### src/inc/status_pkg.sv
// Shared constants and types for the status reporting block
package status_pkg;

  localparam int OPER_W = 16;
  localparam int QUES_W = 16;
  localparam int STD_W  = 8;
  localparam int SRQ_W  = 8;

  localparam int OPER_TRIG_WAIT_BIT  = 5;
  localparam int OPER_TRANS_ARM_BIT  = 6;
  localparam int OPER_CV_BIT         = 8;
  localparam int OPER_TRANS_DONE_BIT = 9;
  localparam int OPER_CC_BIT         = 10;
  localparam int OPER_SAMPLE_BIT     = 11;
  localparam int OPER_LIST_DONE_BIT  = 12;
  localparam int OPER_LIST_RUN_BIT   = 14;

  localparam int QUES_VMODE_BIT   = 0;
  localparam int QUES_CMODE_BIT   = 1;
  localparam int QUES_THERMAL_BIT = 3;
  localparam int QUES_SLAVE_BIT   = 6;
  localparam int QUES_VPROT_BIT   = 12;
  localparam int QUES_CPROT_BIT   = 13;
  localparam int QUES_SINK_BIT    = 14;

  localparam int STB_ERR_BIT  = 3;
  localparam int STB_MSG_BIT  = 4;
  localparam int STB_STD_BIT  = 5;
  localparam int STB_RQS_BIT  = 6;
  localparam int STB_OPER_BIT = 7;

  // Condition bits visible on a condition read
  localparam logic [15:0] OPER_READ_MASK = 16'h4d60;
  // Operation bits that may ever latch an event
  localparam logic [15:0] OPER_EVT_MASK  = 16'h5f60;
  localparam logic [15:0] QUES_MASK      = 16'h704b;
  localparam logic [7:0]  RQS_EXCL_MASK  = 8'hbf;

  localparam logic [15:0] ENABLE_RST = 16'h0000;
  localparam logic [7:0]  STB_RST    = 8'h00;

  typedef enum logic [3:0] {
    SEL_OPER_COND,
    SEL_OPER_EVT,
    SEL_OPER_EN,
    SEL_QUES_COND,
    SEL_QUES_EVT,
    SEL_QUES_EN,
    SEL_STD_EVT,
    SEL_STD_EN,
    SEL_STB,
    SEL_SRQ_EN
  } reg_sel_t;

  typedef struct packed {
    logic        rd;
    logic        wr;
    reg_sel_t    sel;
    logic [15:0] wdata;
  } reg_req_t;

  typedef struct packed {
    logic trig_enabled;
    logic trig_src_ext;
    logic trans_armed;
    logic cv_mode;
    logic cc_mode;
    logic trans_done;
    logic sample_done;
    logic list_done;
    logic list_running;
    logic thermal_err;
    logic slave_fault;
    logic volt_prot_err;
    logic curr_prot_err;
    logic ext_ref_en;
    logic sinking;
  } instr_cond_t;

  typedef struct packed {
    logic        trig_s1;
    logic        trig_s2;
    logic [15:0] oper_cond;
    logic [15:0] ques_cond;
    logic [15:0] oper_en;
    logic [15:0] ques_en;
    logic [7:0]  std_en;
    logic [7:0]  srq_en;
    logic [7:0]  stb;
    logic [15:0] rd_data;
    logic        rd_valid;
    logic        srq_oe;
    logic        srq_out;
  } top_state_t;

endpackage

### src/core/status_event_reporting.sv
// Status byte, condition and event registers with service request
`timescale 1ns/100ps
`default_nettype none

module status_event_reporting (
  input  wire logic                  ref_clk,
  input  wire logic                  rstn,
  input  wire logic                  trig_ext_in,
  input  wire status_pkg::instr_cond_t cond_in,
  input  wire logic [7:0]            std_cond,
  input  wire logic                  err_queue_nonempty,
  input  wire logic                  msg_available,
  input  wire status_pkg::reg_req_t  req,
  output var  logic [15:0]           rd_data,
  output var  logic                  rd_valid,
  output var  logic [7:0]            status_byte,
  output var  logic                  srq_out,
  output var  logic                  srq_oe
);

  status_pkg::top_state_t st_reg;
  status_pkg::top_state_t st_next;

  logic [15:0] oper_evt;
  logic [15:0] ques_evt;
  logic [7:0]  std_evt;
  logic        oper_sum;
  logic        ques_sum;
  logic        std_sum;
  logic        clr_oper;
  logic        clr_ques;
  logic        clr_std;
  logic [15:0] oper_raw;
  logic [15:0] ques_raw;
  logic        prot_any;

  // Event reads clear the matching group
  assign clr_oper = req.rd && (req.sel == status_pkg::SEL_OPER_EVT);
  assign clr_ques = req.rd && (req.sel == status_pkg::SEL_QUES_EVT);
  assign clr_std  = req.rd && (req.sel == status_pkg::SEL_STD_EVT);

  status_group #(
    .W (status_pkg::OPER_W)
  ) u_oper (
    .ref_clk    (ref_clk),
    .rstn       (rstn),
    .cond       (st_reg.oper_cond),
    .enable     (st_reg.oper_en),
    .clear      (clr_oper),
    .event_bits (oper_evt),
    .summary    (oper_sum)
  );

  status_group #(
    .W (status_pkg::QUES_W)
  ) u_ques (
    .ref_clk    (ref_clk),
    .rstn       (rstn),
    .cond       (st_reg.ques_cond),
    .enable     (st_reg.ques_en),
    .clear      (clr_ques),
    .event_bits (ques_evt),
    .summary    (ques_sum)
  );

  status_group #(
    .W (status_pkg::STD_W)
  ) u_std (
    .ref_clk    (ref_clk),
    .rstn       (rstn),
    .cond       (std_cond),
    .enable     (st_reg.std_en),
    .clear      (clr_std),
    .event_bits (std_evt),
    .summary    (std_sum)
  );

  always_comb begin
    st_next = st_reg;
    oper_raw = 16'h0000;
    ques_raw = 16'h0000;

    // Trigger pin is asynchronous to ref_clk
    st_next.trig_s1 = trig_ext_in;
    st_next.trig_s2 = st_reg.trig_s1;

    // waiting, or held while pin low
    oper_raw[status_pkg::OPER_TRIG_WAIT_BIT] =
      cond_in.trig_enabled | (cond_in.trig_src_ext & ~st_reg.trig_s2);
    oper_raw[status_pkg::OPER_TRANS_ARM_BIT] = cond_in.trans_armed;
    oper_raw[status_pkg::OPER_CV_BIT] = cond_in.cv_mode;
    oper_raw[status_pkg::OPER_CC_BIT] = cond_in.cc_mode;
    oper_raw[status_pkg::OPER_TRANS_DONE_BIT] = cond_in.trans_done;
    oper_raw[status_pkg::OPER_LIST_DONE_BIT]  = cond_in.list_done;
    oper_raw[status_pkg::OPER_SAMPLE_BIT]   = cond_in.sample_done;
    oper_raw[status_pkg::OPER_LIST_RUN_BIT] = cond_in.list_running;
    st_next.oper_cond = oper_raw & status_pkg::OPER_EVT_MASK;

    ques_raw[status_pkg::QUES_VMODE_BIT] = cond_in.cc_mode;
    ques_raw[status_pkg::QUES_CMODE_BIT] = cond_in.cv_mode;
    ques_raw[status_pkg::QUES_THERMAL_BIT] = cond_in.thermal_err;
    ques_raw[status_pkg::QUES_SLAVE_BIT]   = cond_in.slave_fault;
    prot_any = cond_in.volt_prot_err | cond_in.curr_prot_err;
    ques_raw[status_pkg::QUES_VPROT_BIT] =
      cond_in.volt_prot_err | (cond_in.ext_ref_en & prot_any);
    ques_raw[status_pkg::QUES_CPROT_BIT] =
      cond_in.curr_prot_err | (cond_in.ext_ref_en & prot_any);
    ques_raw[status_pkg::QUES_SINK_BIT] = cond_in.sinking;
    st_next.ques_cond = ques_raw & status_pkg::QUES_MASK;

    // low unless queue or questionable event
    st_next.stb[status_pkg::STB_ERR_BIT] = err_queue_nonempty | ques_sum;
    st_next.stb[status_pkg::STB_MSG_BIT]  = msg_available;
    st_next.stb[status_pkg::STB_STD_BIT]  = std_sum;
    st_next.stb[status_pkg::STB_OPER_BIT] = oper_sum;
    st_next.stb[2:0] = 3'h0;

    // Enable writes land before the RQS summary so srq_en and bit 6 agree
    if (req.wr) begin
      case (req.sel)
        status_pkg::SEL_OPER_EN: st_next.oper_en = req.wdata;
        status_pkg::SEL_QUES_EN: st_next.ques_en = req.wdata;
        status_pkg::SEL_STD_EN:  st_next.std_en  = req.wdata[7:0];
        status_pkg::SEL_SRQ_EN:  st_next.srq_en  = req.wdata[7:0];
        default:                 st_next.srq_en  = st_reg.srq_en;
      endcase
    end

    st_next.stb[status_pkg::STB_RQS_BIT] =
      |(st_next.stb & st_next.srq_en & status_pkg::RQS_EXCL_MASK);
    st_next.srq_oe  = st_next.stb[status_pkg::STB_RQS_BIT];
    st_next.srq_out = 1'b0;

    // Event reads return the value before the clear
    st_next.rd_valid = req.rd;
    if (req.rd) begin
      case (req.sel)
        status_pkg::SEL_OPER_COND:
          st_next.rd_data = st_reg.oper_cond & status_pkg::OPER_READ_MASK;
        status_pkg::SEL_OPER_EVT:  st_next.rd_data = oper_evt;
        status_pkg::SEL_OPER_EN:   st_next.rd_data = st_reg.oper_en;
        status_pkg::SEL_QUES_COND: st_next.rd_data = st_reg.ques_cond;
        status_pkg::SEL_QUES_EVT:  st_next.rd_data = ques_evt;
        status_pkg::SEL_QUES_EN:   st_next.rd_data = st_reg.ques_en;
        status_pkg::SEL_STD_EVT:   st_next.rd_data = {8'h00, std_evt};
        status_pkg::SEL_STD_EN:    st_next.rd_data = {8'h00, st_reg.std_en};
        status_pkg::SEL_STB:       st_next.rd_data = {8'h00, st_reg.stb};
        status_pkg::SEL_SRQ_EN:    st_next.rd_data = {8'h00, st_reg.srq_en};
        default:                   st_next.rd_data = 16'h0000;
      endcase
    end
  end

  always_ff @(posedge ref_clk) begin
    if (!rstn) begin
      st_reg         <= '0;
      st_reg.oper_en <= status_pkg::ENABLE_RST;
      st_reg.ques_en <= status_pkg::ENABLE_RST;
      st_reg.std_en  <= status_pkg::ENABLE_RST[7:0];
      st_reg.srq_en  <= status_pkg::ENABLE_RST[7:0];
      st_reg.stb     <= status_pkg::STB_RST;
    end else begin
      st_reg <= st_next;
    end
  end

  assign rd_data     = st_reg.rd_data;
  assign rd_valid    = st_reg.rd_valid;
  assign status_byte = st_reg.stb;
  assign srq_out     = st_reg.srq_out;
  assign srq_oe      = st_reg.srq_oe;
endmodule // status_event_reporting

`default_nettype wire

### src/core/status_group.sv
// One condition group: edge latch, clear on read, enable summary
`timescale 1ns/100ps
`default_nettype none

module status_group #(
  parameter int W = 16
) (
  input  wire logic         ref_clk,
  input  wire logic         rstn,
  input  wire logic [W-1:0] cond,
  input  wire logic [W-1:0] enable,
  input  wire logic         clear,
  output var  logic [W-1:0] event_bits,
  output var  logic         summary
);

  typedef struct packed {
    logic [W-1:0] prev;
    logic [W-1:0] evt;
    logic         sum;
  } grp_state_t;

  grp_state_t st_reg;
  grp_state_t st_next;
  logic [W-1:0] rise;

  always_comb begin
    st_next = st_reg;
    rise = cond & ~st_reg.prev;
    st_next.prev = cond;
    st_next.evt = (clear ? '0 : st_reg.evt) | rise;
    st_next.sum = |(st_next.evt & enable);
  end

  always_ff @(posedge ref_clk) begin
    if (!rstn) begin
      st_reg <= '0;
    end else begin
      st_reg <= st_next;
    end
  end

  assign event_bits = st_reg.evt;
  assign summary    = st_reg.sum;
endmodule // status_group

`default_nettype wire

### config.mk
export PLATFORM = sky130hd
export DESIGN_NAME = status_event_reporting
export DESIGN_NICKNAME = d
export VERILOG_FILES = /design/src/inc/status_pkg.sv /design/src/core/status_event_reporting.sv /design/src/core/status_group.sv
export SDC_FILE = /design/constraint.sdc
export NUM_CORES = 1
export LEC_CHECK = 0
export BUFFER_PORTS_ARGS = -buffer_cell sky130_fd_sc_hd__buf_2
export CAP_MARGIN = 20
export CORE_MARGIN = 5
export CORE_UTILIZATION = 46
export DETAILED_ROUTE_END_ITERATION = 12
export PLACE_DENSITY = 0.7
export SYNTH_ARGS = -nofsm -noshare
export SYNTH_HDL_FRONTEND = slang
export SYNTH_SLANG_ARGS = --single-unit
### constraint.sdc
create_clock -name ref_clk -period 1.8 [get_ports ref_clk]
set_input_delay 0.27 -clock ref_clk [delete_from_list [all_inputs] [get_ports ref_clk]]
set_output_delay 0.27 -clock ref_clk [all_outputs]
set_load 0.02 [all_outputs]
==> results.md <==
* M2 GR Usage at 38.3%
* Sequential area share after synthesis at 48.9%
* Vias in the first global route at 5290
* Die Y at 125 microns
* Final wirelength at approximately 20 mm
* Core ar. at between 10000 and 15000 sq um
* Crit end category: flip-flop
* RSZ-0062 raised after global routing: no
* CTS buffer count at 17
* Mapped Area at between 6000 and 7000 sq um
* Fin crit share at 91.8%
* Reg clk slew, reported paths at 0.06 ns
* GRT met1 Usage at about a third
* GPL Wtd Cong at roughly 1
* Synthesized area per cell at between 8 and 9 sq um
* Wire length per cell at a little over 20 microns
* CTS tree: yes
* Adder-cell share of the synthesized area at 0%
* Residual DRC count at 0
* Final core occ at between 50% and 60%
* Fmax at 605 MHz
* GRT Util Overall at roughly a quarter
* Drt pass-1 iters at 7
* Critical path fanouts, max at 3
* Min-Delay Path Class: in2reg
* Register area at between 2000 and 3000 sq um
* Min Hold Slack at 0.0542 ns
* Initial antenna violation count at 0
* P_int at around 5.4 mW
* IO Port Bufs at 72
* Htree depth at 4
* Critical Path AT at just under 2 ns
* Post-route clock skew at approximately 0.0057 ns
* Synth-to-Final Area Change at 19.4%
* Die ar. at approximately 16000 sq um
* First DRT Iteration DRCs at between 800 and 900
* Switching power at ~1.8 mW
* Comb pwr share at roughly 7.4%
* Post-synth ARST share at 0%
* Post-synth top flop: dfxtp_1
* Maximum VDD drop at between 0.6 and 0.7 mV
* Ranking of synthesized cells by area: dfxtp_1, a21oi_1, nand2_1
* Sw Ratio at around a quarter
* Chip Width at ~130 microns
* Post-CTS Hold Fix Bufs at 0
* Met3 Track Usage GR at 4.48%
* Post-CTS sizing at 0
* Tightest Pin Transition at 0.527 ns
* Ratio of cells with drive above 1 in the final layout at 22.0%
* Cells after Synth at between 600 and 700
* Non-Filler Instances at 954
* Top Usage Layer GRT: met2
* Multi-input logic area at roughly 2700 sq um
* Largest net degree at the start of global routing at 62
* Cell variety after synth at 58
* Synthesis-stage register bit count at roughly 150
* Final TNS setup at 0 ns
* HPWL after detailed placement at around 15 mm
* Post-synthesis mux area share at between 1.5 and 2%
* # diodes at 0
* Initial core utilization at 46.5%
* Final worst slack at ~0.15 ns
* Wire length of the first global-routing pass at between 30 and 40 mm
* Grt ovf at 0
* Max reg flops at between 60 and 70
* Power, Total at 7.17 mW
* Root buffer cell: clkbuf_16
* Setup crit start kind: flip-flop
* Final net count at about 800
* Clock sinks at 149
* Slew headroom at ~65%
* Antenna-violating nets left at 0
* I/O Pins at 77
* Leak at 2.91 nW
* Yosys top cell area share at 48.9%
* Synth Area in XOR/XNOR at 0%
* Fin. Hold Viols at 0
* Maximum capacitance violations at 0
* Post-synthesis simple-gate area fraction at 22.2%
* Routed vias/inst at about 5.8
* Critical path required time at 2.08 ns
* Complex-gate fraction of the synthesized area at around a fifth
* Max clock buf depth at 2
* Area leader, netlist: dfxtp_1
* Worst Setup Path Type: reg2reg
* Fin area at ~7300 sq um
* Clk pwr share at 44.0%
* Post-placement cell area at around 6800 sq um
* Fin. max-slew vios at 0
* Via count at between 5000 and 6000
* Fillers at between 1000 and 1500
* Clk_lat worst skew at between 0.4 and 0.5 ns
* Worst slack at placement at -0.161 ns
* # Post-CTS Setup Buffers at 0
* Cell row count at 42
* Synth warn at 0
* Cell area power density at 983 nW/um^2
* Post-synth EDFFs at 0
* Setup Viol. Count Final at 0
* Part of the power in registers at approximately half
* Tmin final at roughly 1.7 ns
* Largest family of logic cells by synthesized area: simple AND/OR/NAND/NOR gates
* Status: finished clean
* Dpl cells at ~920
==> layout by cell type, fill, tap and decap left out, types with 9 or more instances in the layout <==
cell type	count
dfxtp_1	149
nand2_1	98
a21oi_1	83
buf_2	72
buf_4	53
and2_1	40
nor2_1	38
a22oi_1	37
and3_1	17
nand3_1	17
clkbuf_16	17
nor2b_1	15
a222oi_1	13
inv_1	11
a22o_1	9
==> worst paths after layout <==
kind	startpoint	to	slack, ns	cells after the start
worst max-delay path	u_oper.event_bits[7]	u_oper.summary	0.15	5
worst min-delay path	cond_in[14]	st_reg[96]	0.05	3
worst max register to register	u_oper.event_bits[7]	u_oper.summary	0.15	5
worst min register to register	st_next[107]	st_reg[107]	0.44	1
==> routing by layer <==
layer / wire (microns) / vias up
li1: - / 2555
met1: 8620 / 2670
met2: 8760 / 291
met3: 1610 / 41
met4: 605 / 0
met5: 0 / -
==> area by class of cell <==
type | instances | area share [%]
Clock inverter | 11 | 1.12
Timing Repair Buffer | 129 | 11.5
Tap cell | 176 | 3.02
Sequential cell | 149 | 40.9
Clock buffer | 21 | 6.04
Inverter | 12 | 0.618
Multi-Input combinational cell | 456 | 36.8
==> worst max-delay path, stage by stage (launching register included) <==
cell	delay, ns
dfxtp_1	0.34
a22oi_1	0.33
nand4_1	0.20
a222oi_1	0.37
buf_4	0.18
a31oi_1	0.09
==> power by group through the flow <==
| stage | Sequential [mW] | Clock [mW] | Combinational, mW |
|---|---|---|---|
| floorplan | 3.52 | 0 | 0.315 |
| global placement | 3.55 | 0 | 0.506 |
| detailed placement | 3.55 | 0 | 0.521 |
| CTS | 3.48 | 3.19 | 0.523 |
| global route | 3.49 | 3.35 | 0.574 |
| finish | 3.49 | 3.15 | 0.527 |
==> Yosys cell counts (all sizes together), types with 3 or more instances <==
cell type  instances
a31oi              3
o21ai             10
nand3b             3
nand2             98
a22o               9
a21o               4
nand2b             4
and2              41
inv               12
mux2               3
a221oi             4
and3              17
nor3               3
a21oi             83
dfxtp            149
a22oi             37
buf               44
nand4b             3
nor4b              6
a21boi             3
nor2b             15
a222oi            13
mux2i              8
clkbuf            27
nor2              38
nand4              4
nand3             17
a31o               4
==> kinds of logic (layout without fill, tap and decap cells) <==
group,Yosys count,after routing
AO/OA/AOI/OAI,182,182
buffers and inverters,83,173
flip-flops,149,149
multiplexers,11,11
other,1,4
AND/OR/NAND/NOR,259,259
(Power assumes the default switching activity.)
